**config.mk**
```make
export PLATFORM = sky130hd
export DESIGN_NAME = csb_staging_buffer
export DESIGN_NICKNAME = d
export VERILOG_FILES = /design/src/hdl/csb_pkg.sv /design/src/hdl/csb_tmr_if.sv /design/src/hdl/csb_delay_timer.sv /design/src/hdl/csb_staging_buffer.sv
export SDC_FILE = /design/constraint.sdc
export NUM_CORES = 1
export LEC_CHECK = 0
export ABC_AREA = 1
export BUFFER_PORTS_ARGS = -buffer_cell sky130_fd_sc_hd__buf_2
export CAP_MARGIN = 15
export CORE_UTILIZATION = 63
export CTS_BUF_LIST = sky130_fd_sc_hd__clkbuf_16
export DETAILED_ROUTE_END_ITERATION = 10
export HOLD_SLACK_MARGIN = 0.12
export PLACE_DENSITY_LB_ADDON = 0.15
export SLEW_MARGIN = 30
export SYNTH_ARGS = -nofsm -noshare
export SYNTH_HDL_FRONTEND = slang
export SYNTH_SLANG_ARGS = --single-unit
```
**constraint.sdc**
```tcl
create_clock -name i_clk -period 2.02 [get_ports i_clk]
set_input_delay 0.202 -clock i_clk [delete_from_list [all_inputs] [get_ports i_clk]]
set_output_delay 0.202 -clock i_clk [all_outputs]
set_load 0.01 [all_outputs]
```
**src/hdl/csb_pkg.sv**
```systemverilog
/*
 Package for the character staging buffer: widths, rest values and timing counts.
 Assumes a 25 MHz system clock.
*/
package csb_pkg;
   localparam int          CSB_CLK_HZ        = 25000000;
   localparam int          CSB_CHAR_W        = 8;
   localparam logic [7:0]  CSB_REST_CHAR     = 8'hFF;
   localparam logic        CSB_FLAG_EMPTY    = 1'h0;
   localparam logic        CSB_MATCH_RST     = 1'h0;
   localparam int          CSB_CMP_BITS      = 6;
   // Times in their own units, counts derived from the clock rate
   localparam int          CSB_T1_US         = 2000;
   localparam int          CSB_T2_US         = 2500;
   localparam int          CSB_CHAR_MS       = 110;
   localparam int          CSB_IDLE_S        = 30;
   localparam int          CSB_EMPTY_MS      = 200;
   localparam int          CSB_T1_CYC        = CSB_T1_US * (CSB_CLK_HZ / 1000000);
   localparam int          CSB_T2_CYC        = CSB_T2_US * (CSB_CLK_HZ / 1000000);
   localparam int          CSB_CHAR_CYC      = CSB_CHAR_MS * (CSB_CLK_HZ / 1000);
   localparam int          CSB_IDLE_CYC      = CSB_IDLE_S * CSB_CLK_HZ;
   localparam int          CSB_EMPTY_CYC     = CSB_EMPTY_MS * (CSB_CLK_HZ / 1000);
   localparam int          CSB_TMR_W         = 32;
endpackage

```
**src/hdl/csb_tmr_if.sv**
```systemverilog
/*
 Interface joining the staging buffer to its delay timers.
 Assumes one clock shared by both ends.
*/
`timescale 1ns/1ps
`default_nettype none
interface csb_tmr_if;
   logic run;
   logic fire;
   modport ctl (output run, input fire);
   modport tmr (input run, output fire);
endinterface
`default_nettype wire
```
**src/hdl/csb_delay_timer.sv**
```systemverilog
/*
 Gated delay timer: a pulse each time its enable has held for another COUNT cycles.
 Assumes the enable comes from logic on the same clock.
*/
`timescale 1ns/1ps
`default_nettype none
module csb_delay_timer
   import csb_pkg::*;
#(
   parameter int COUNT = 16
) (
   input  wire logic i_clk,
   input  wire logic i_rstn,
   input  wire logic i_ce,
   csb_tmr_if.tmr    tif
);
   typedef struct packed {
      logic [CSB_TMR_W-1:0] cnt;
      logic                 fire;
   } csb_dt_state_type;

   csb_dt_state_type st;
   csb_dt_state_type next_st;

   always_comb begin
      next_st = st;
      next_st.fire = 1'b0;
      if (!tif.run) begin
         next_st.cnt = '0;
      end else if (st.cnt == CSB_TMR_W'(COUNT - 1)) begin
         next_st.cnt = '0;
         next_st.fire = 1'b1;
      end else begin
         next_st.cnt = st.cnt + 1'b1;
      end
   end

   always_ff @(posedge i_clk or negedge i_rstn) begin
      if (!i_rstn) begin
         st <= '0;
      end else if (i_ce) begin
         st <= next_st;
      end
   end

   assign tif.fire = st.fire;
endmodule
`default_nettype wire

```
**src/hdl/csb_staging_buffer.sv**
```systemverilog
/*
 Character staging buffer: second stage (also idle ring counter and match flag)
 and third stage (also transmit shift register) behind the receive register.
 Assumes receive-side pulses are same-clock logic; the idle line is a pin.
*/
`timescale 1ns/1ps
`default_nettype none
//Contract
// - Stage one full and stage two empty: timed pulse moves character onward.
// - That enabling condition must hold about 2 ms before the pulse.
// - Stage one flag fills on each new character, empties on transfer.
// - Stage two rests all ones; transfer clears bits where stage one holds space.
// - Second transfer resets stage two to ones and marks it empty.
// - Counter shifts once every 30 seconds while the line is idle.
// - Stage two emptied within 200 ms after the line goes idle.
// - Counter is twisted ring: first bit takes inverse of last.
// - Done output after 16th shift, restarts polling in rest-free state.
// - Rest-clear marks stage two full so partial count passes onward.
// - Six bit pairs compared; match flag updated on each second transfer.
// - Match flag gates the repeat timer only during tape text.
// - Stage three empty, stage two full: after 2.5 ms copy character onward.
// - Each character timer pulse marks stage three empty.
// - New character with stages two and three full empties stage three.
// - Stage three empty forces all its bits to mark.
// - Shift moves stage three toward low bit, inserting mark at top.
// - Character timer pulses 110 ms after load when intercepting or free line.
module csb_staging_buffer
   import csb_pkg::*;
#(
   parameter int T1_CYC    = CSB_T1_CYC,
   parameter int T2_CYC    = CSB_T2_CYC,
   parameter int CHAR_CYC  = CSB_CHAR_CYC,
   parameter int IDLE_CYC  = CSB_IDLE_CYC,
   parameter int EMPTY_CYC = CSB_EMPTY_CYC
) (
   input  wire logic                  i_clk,
   input  wire logic                  i_rstn,
   input  wire logic                  i_ce,
   input  wire logic [CSB_CHAR_W-1:0] i_rx_char,
   input  wire logic                  i_rx_store,
   input  wire logic                  i_line_idle,
   input  wire logic                  i_rest_clear,
   input  wire logic                  i_poll_rest_free,
   input  wire logic                  i_tape_text,
   input  wire logic                  i_intercept,
   input  wire logic                  i_free_line,
   input  wire logic                  i_tx_shift,
   output logic                       o_receive_stage_full_flag,
   output logic                       o_second_stage_full_flag,
   output logic                       o_third_stage_full_flag,
   output logic [CSB_CHAR_W-1:0]      o_second_stage,
   output logic [CSB_CHAR_W-1:0]      o_third_stage,
   output logic                       o_third_stage_low_bit,
   output logic                       o_repeat_match_flag,
   output logic                       o_repeat_timer_gate,
   output logic                       o_count_done,
   output logic                       o_poll_restart,
   output logic                       o_load_pulse,
   output logic                       o_character_timer
);
   typedef struct packed {
      logic                  idle_s1;
      logic                  idle_s2;
      logic                  r1_full;
      logic                  r2_full;
      logic                  r3_full;
      logic [CSB_CHAR_W-1:0] r2;
      logic [CSB_CHAR_W-1:0] r3;
      logic                  match;
      logic [CSB_TMR_W-1:0]  empty_cnt;
      logic                  emptied;
      logic                  done;
      logic                  load;
   } csb_state_type;

   csb_state_type st;
   csb_state_type next_st;

   csb_tmr_if t1_if ();
   csb_tmr_if t2_if ();
   csb_tmr_if ch_if ();
   csb_tmr_if id_if ();

   logic                  xfer1;
   logic                  xfer2;
   logic                  char_pulse;
   logic                  idle_shift;
   logic                  ring_step;
   logic [CSB_CMP_BITS-1:0] pair_eq;

   // A transfer pulse timed on a condition that dropped since is not applied
   assign xfer1      = t1_if.fire && t1_if.run;
   assign xfer2      = t2_if.fire && t2_if.run;
   assign char_pulse = ch_if.fire;
   assign idle_shift = id_if.fire;

   assign t1_if.run = st.r1_full && !st.r2_full;
   assign t2_if.run = st.r2_full && !st.r3_full;
   assign ch_if.run = st.r3_full && (i_intercept || i_free_line);
   assign id_if.run = st.idle_s2 && st.emptied;
   // Ring steps only while stage two is empty and no character lands in it
   assign ring_step  = idle_shift && !st.r2_full && !xfer1;

   genvar g;
   generate
      for (g = 0; g < CSB_CMP_BITS; g++) begin : g_cmp
         assign pair_eq[g] = (i_rx_char[g] == st.r2[g]);
      end
   endgenerate

   csb_delay_timer #(.COUNT(T1_CYC)) u_first_transfer_timer (
      .i_clk  (i_clk),
      .i_rstn (i_rstn),
      .i_ce   (i_ce),
      .tif    (t1_if)
   );
   csb_delay_timer #(.COUNT(T2_CYC)) u_second_transfer_timer (
      .i_clk  (i_clk),
      .i_rstn (i_rstn),
      .i_ce   (i_ce),
      .tif    (t2_if)
   );
   csb_delay_timer #(.COUNT(CHAR_CYC)) u_character_timer (
      .i_clk  (i_clk),
      .i_rstn (i_rstn),
      .i_ce   (i_ce),
      .tif    (ch_if)
   );
   csb_delay_timer #(.COUNT(IDLE_CYC)) u_idle_interval_timer (
      .i_clk  (i_clk),
      .i_rstn (i_rstn),
      .i_ce   (i_ce),
      .tif    (id_if)
   );

   always_comb begin
      next_st = st;
      next_st.idle_s1 = i_line_idle;
      next_st.idle_s2 = st.idle_s1;
      next_st.load = xfer2;

      // Receive register flag: a fresh store outranks the transfer clear
      if (xfer1) begin
         next_st.r1_full = 1'b0;
      end
      if (i_rx_store) begin
         next_st.r1_full = 1'b1;
      end

      // Second stage
      if (xfer2) begin
         next_st.r2 = CSB_REST_CHAR;
         next_st.r2_full = 1'b0;
         next_st.match = &pair_eq;
      end
      if (xfer1) begin
         next_st.r2 = (xfer2 ? CSB_REST_CHAR : st.r2) & i_rx_char;
         next_st.r2_full = 1'b1;
      end
      if (i_rest_clear) begin
         next_st.r2_full = 1'b1;
      end

      // Idle line: after the empty delay the partial content is dropped once
      if (!st.idle_s2) begin
         next_st.empty_cnt = '0;
         next_st.emptied = 1'b0;
      end else if (!st.emptied) begin
         if (st.empty_cnt == CSB_TMR_W'(EMPTY_CYC - 1)) begin
            next_st.emptied = 1'b1;
            // A character or rest clear in the same cycle outranks the drop
            if (!xfer1 && !i_rest_clear) begin
               next_st.r2 = CSB_REST_CHAR;
               next_st.r2_full = 1'b0;
            end
         end else begin
            next_st.empty_cnt = st.empty_cnt + 1'b1;
         end
      end
      if (ring_step) begin
         next_st.r2 = {~st.r2[0], st.r2[CSB_CHAR_W-1:1]};
      end

      // Done marks the ring coming back to all ones after a count
      next_st.done = 1'b0;
      if (ring_step && !st.r2[0]
          && (st.r2[CSB_CHAR_W-1:1] == CSB_REST_CHAR[CSB_CHAR_W-1:1])) begin
         next_st.done = 1'b1;
      end

      // Third stage flag: load outranks the unload strobes
      if (char_pulse) begin
         next_st.r3_full = 1'b0;
      end
      if (i_rx_store && st.r2_full && st.r3_full) begin
         next_st.r3_full = 1'b0;
      end
      if (i_tx_shift) begin
         next_st.r3 = {1'b1, st.r3[CSB_CHAR_W-1:1]};
      end
      if (xfer2) begin
         next_st.r3_full = 1'b1;
         next_st.r3 = st.r2;
      end
      if (!next_st.r3_full) begin
         next_st.r3 = CSB_REST_CHAR;
      end
   end

   always_ff @(posedge i_clk or negedge i_rstn) begin
      if (!i_rstn) begin
         st <= '{idle_s1:   1'b0,
                 idle_s2:   1'b0,
                 r1_full:   CSB_FLAG_EMPTY,
                 r2_full:   CSB_FLAG_EMPTY,
                 r3_full:   CSB_FLAG_EMPTY,
                 r2:        CSB_REST_CHAR,
                 r3:        CSB_REST_CHAR,
                 match:     CSB_MATCH_RST,
                 empty_cnt: '0,
                 emptied:   1'b0,
                 done:      1'b0,
                 load:      1'b0};
      end else if (i_ce) begin
         st <= next_st;
      end
   end

   assign o_receive_stage_full_flag = st.r1_full;
   assign o_second_stage_full_flag  = st.r2_full;
   assign o_third_stage_full_flag   = st.r3_full;
   assign o_second_stage            = st.r2;
   assign o_third_stage             = st.r3;
   assign o_third_stage_low_bit     = st.r3[0];
   assign o_repeat_match_flag       = st.match;
   assign o_repeat_timer_gate       = st.match && i_tape_text;
   assign o_count_done              = st.done;
   assign o_poll_restart            = st.done && i_poll_rest_free;
   assign o_load_pulse              = st.load;
   assign o_character_timer         = char_pulse;
endmodule
`default_nettype wire

```
==> metrics.csv <==
metric,value,unit
status,finished clean,
Hold Startpoint,i_rx_char[6],
total power,8.14,mW
Slew Limit Fails,0,
Placer Congestion,0.949,
first-pass GRT wire length,53.0,mm
WL/cell,14.7,um
post-synthesis mux area share,0.0815,%
synthesized flop and latch total,189,
Async SR Flop Fraction,100,%
Post-synth EDFFs,0,
f_max,544,MHz
die area,20100,um^2
Leak,5.95,nW
unrepaired setup endpoints after global routing,false,
RR Startpoint,u_idle_interval_timer.st[1]$_DFFE_PN0P_,
synth unique cells,45,
Fin. Hold Viols,0,
crit start category,flip-flop,
FP Rows,50,
adder-cell area share of the yosys netlist,0.509,%
Worst Tran Pin Value,561,ps
vias in the first global route,11200,
endpoints failing setup,0,
"commonest non-fill, non-tap cell in the layout",nand2_1,
clock buffer depth,2,
"Seq/Total Area, Yosys",38.7,%
Hold Crit Class,in -> reg,
initial core utilization,65.0,%
Cells after DPL,2110,
initial antenna violation count,0,
top_reg_cell synth,dfrtp_1,
IO Port Bufs,44,
Post-Layout Cell Count,2149,
Worst-Skew Late Latency,450,ps
power density over the cells,600,nW/um^2
final worst path period share,90.9,%
register area,4750,um^2
Post-Syn Area,12300,um^2
crit-path max cell delay,420,ps
layout cells sized above 1,8.89,%
all-layer global routing usage,32.8,%
worst-path fanout max,6,
DR pass1 iterations,8,
P&R area growth vs syn,10.5,%
simple-gate share of the synthesized area,41.4,%
CP max-delay cell,dfrtp_2,
CTS tree,yes,
Clock Sinks,189,
Max Cap Violations,0,
Top-Level Pins,45,
Antenna Violating Nets Remaining,0,
area of the multi-input gates,6500,um^2
Clock H-tree levels,4,
Mean Syn Cell Area,6.71,um^2
clock skew,11.0,ps
Die Y,142,um
Die X,142,um
complex-gate fraction of the synthesized area,5.55,%
clock tree root driver cell,clkbuf_16,
final antenna diode count,0,
filler instances,1613,
largest delay contributor family on the critical path,simple AND/OR/NAND/NOR gates,
Starting DRT DRC Count,994,
Post-Syn Instances,1830,
cells along the critical path,"ha_1, nand2_1, nor2_1, nand3_1, inv_1, nand2_1, nor2_2, nand3_1, nand2_1, nand2_1, nor2_1",
"Net count, final",1900,
Final min period,1840,ps
Synth area leader,dfrtp_1,
Syn Nets,1854,
reg2reg end,u_idle_interval_timer.st[27]$_DFFE_PN0P_,
CP most frequent cell,nand2_1,
Crit Path Category,reg -> reg,
Worst R2R Setup Slack,180,ps
VDD IR-drop max,0.548,mV
Worst Path Required,2390,ps
final wirelength,31.7,mm
Area contributors post-synth,"dfrtp_1 35%, nand2_1 16%, nor2_1 9.5%, inv_1 5.8%, nand3_1 5.8%",
crit end category,flip-flop,
WHS Path Cells,5,
Clock transition at path regs,70,ps
largest net degree at the start of global routing,94,
Hold Path Sink,o_second_stage[6]$_DFFE_PN1P_,
Post-Synth XOR/XNOR Area,4.99,%
core area,18900,um^2
synth warn,0,
total grt overflow,0,
CTS Buf Count,17,
Synth top area share,35.2,%
dpl hpwl,23.1,mm
routed vias/inst,5.64,
r2r worst-path depth,11,
largest family of logic cells by synthesized area,simple AND/OR/NAND/NOR gates,
"Buf+Inv Stages, Crit Path",1,
Remaining DRCs,0,
Worst Path Arrival,2200,ps
vias,12100,
Slew headroom,62.4,%
most frequent cells in the layout,"536 x nand2_1, 308 x nor2_1, 190 x inv_1",
==> area by class of cell <==
type | count | share of cell area, %
Tap cell | 260 | 2.40
Sequential cell | 189 | 35.0
Timing Repair Buffer | 91 | 4.95
Multi-Input combinational cell | 1384 | 47.9
Clock buffer | 17 | 3.14
Inverter | 193 | 5.35
Clock inverter | 15 | 1.25
==> cells in the mapped netlist (5+ instances only) <==
library cell  number
a21oi_1            5
a32oi_1            7
buf_1              8
buf_2              8
buf_4             17
buf_6              5
clkbuf_1          25
dfrtp_1          173
dfstp_2           16
ha_1               5
inv_1            190
nand2_1          536
nand3_1          142
nand4_1          106
nor2_1           311
nor3_1            55
nor3b_1            6
o21ai_0           68
o21ai_1           20
o22ai_1           11
or2_2             12
xnor2_1            8
xor2_1            62
==> timing repair <==
| action | 4_1_cts | 5_1_grt |
|---|---|---|
| hold endpoints to repair | 57 | 0 |
| setup endpoints to repair | 12 | 33 |
| pin swaps | 1 | 0 |
| buffers inserted | 2 | 0 |
| gates resized for setup | 2 | 11 |
| hold buffers | 5 | 0 |
==> worst max path at each step <==
stage                                             start                                   endpoint  slack (ps)  depth (start not counted)
2_1_floorplan                         st[3]$_DFFE_PN0P_                          st[3]$_DFFE_PN0P_         240                         11
6_report        u_idle_interval_timer.st[1]$_DFFE_PN0P_   u_idle_interval_timer.st[27]$_DFFE_PN0P_         180                         11
3_5_place_dp   u_first_transfer_timer.st[2]$_DFFE_PN0P_   u_first_transfer_timer.st[4]$_DFFE_PN0P_         -60                          6
4_1_cts        u_first_transfer_timer.st[2]$_DFFE_PN0P_  u_first_transfer_timer.st[17]$_DFFE_PN0P_          50                          7
3_3_place_gp   u_first_transfer_timer.st[2]$_DFFE_PN0P_   u_first_transfer_timer.st[4]$_DFFE_PN0P_         -40                          6
5_1_grt         u_idle_interval_timer.st[1]$_DFFE_PN0P_   u_idle_interval_timer.st[27]$_DFFE_PN0P_           8                         11
==> flip-flops by register name, indices dropped and copies added, names as in the netlist, 8 cells and up <==
name / cells
st: 34
o_third_stage: 8
u_character_timer.st: 32
u_first_transfer_timer.st: 32
o_second_stage: 8
u_second_transfer_timer.st: 32
u_idle_interval_timer.st: 32
==> logic make-up (layout without fill, tap and decap cells) <==
kind of cell    after synthesis  in the layout
flops                       189            189
buf+inv                     257            316
mux                           1              1
xor+xnor                     70             70
compound gates              122            122
simple gates               1186           1186
fa+ha+maj                     5              5
==> layer usage <==
layer	part of all wire (%)	global-route usage, %	up-vias	wire length (um)
met1	44	43.9	5672	13900
met5	0	0	-	0
met4	2.3	11.4	0	728
met3	5.4	4.25	62	1710
met2	48	54.8	406	15300
li1	-	-	5991	-
==> worst reg2reg max path: stages, from the launching register on <==
cell and delay, ps:
dfrtp_2 420, ha_1 210, nand2_1 70, nor2_1 180, nand3_1 180, inv_1 130
nand2_1 70, nor2_2 180, nand3_1 90, nand2_1 80, nand2_1 60, nor2_1 100
==> report_power, final <==
part / total (mW) / internal, mW / leakage [nW] / switching (mW)
logic: 0.655 / 0.208 / 3.10 / 0.447
registers: 4.00 / 3.88 / 2.56 / 0.115
clock network: 3.49 / 1.95 / 0.290 / 1.54
==> stage by stage <==
step / utilization [%] / instance area [um^2] / TNS (ps) / hold slack, ps / worst slack [ps]
floorplan: - / 12300 / 0 / -93.6 / 238
global placement: 68.1 / 12900 / -183 / 207 / -37.2
detailed placement: 68.1 / 12900 / -444 / 216 / -56.6
CTS: 71.6 / 13500 / 0 / 151 / 47.1
global route: 71.8 / 13600 / 0 / 172 / 8.38
finish: 71.8 / 13600 / 0 / 155 / 183
No activity file was read; power rests on OpenSTA's default activity.
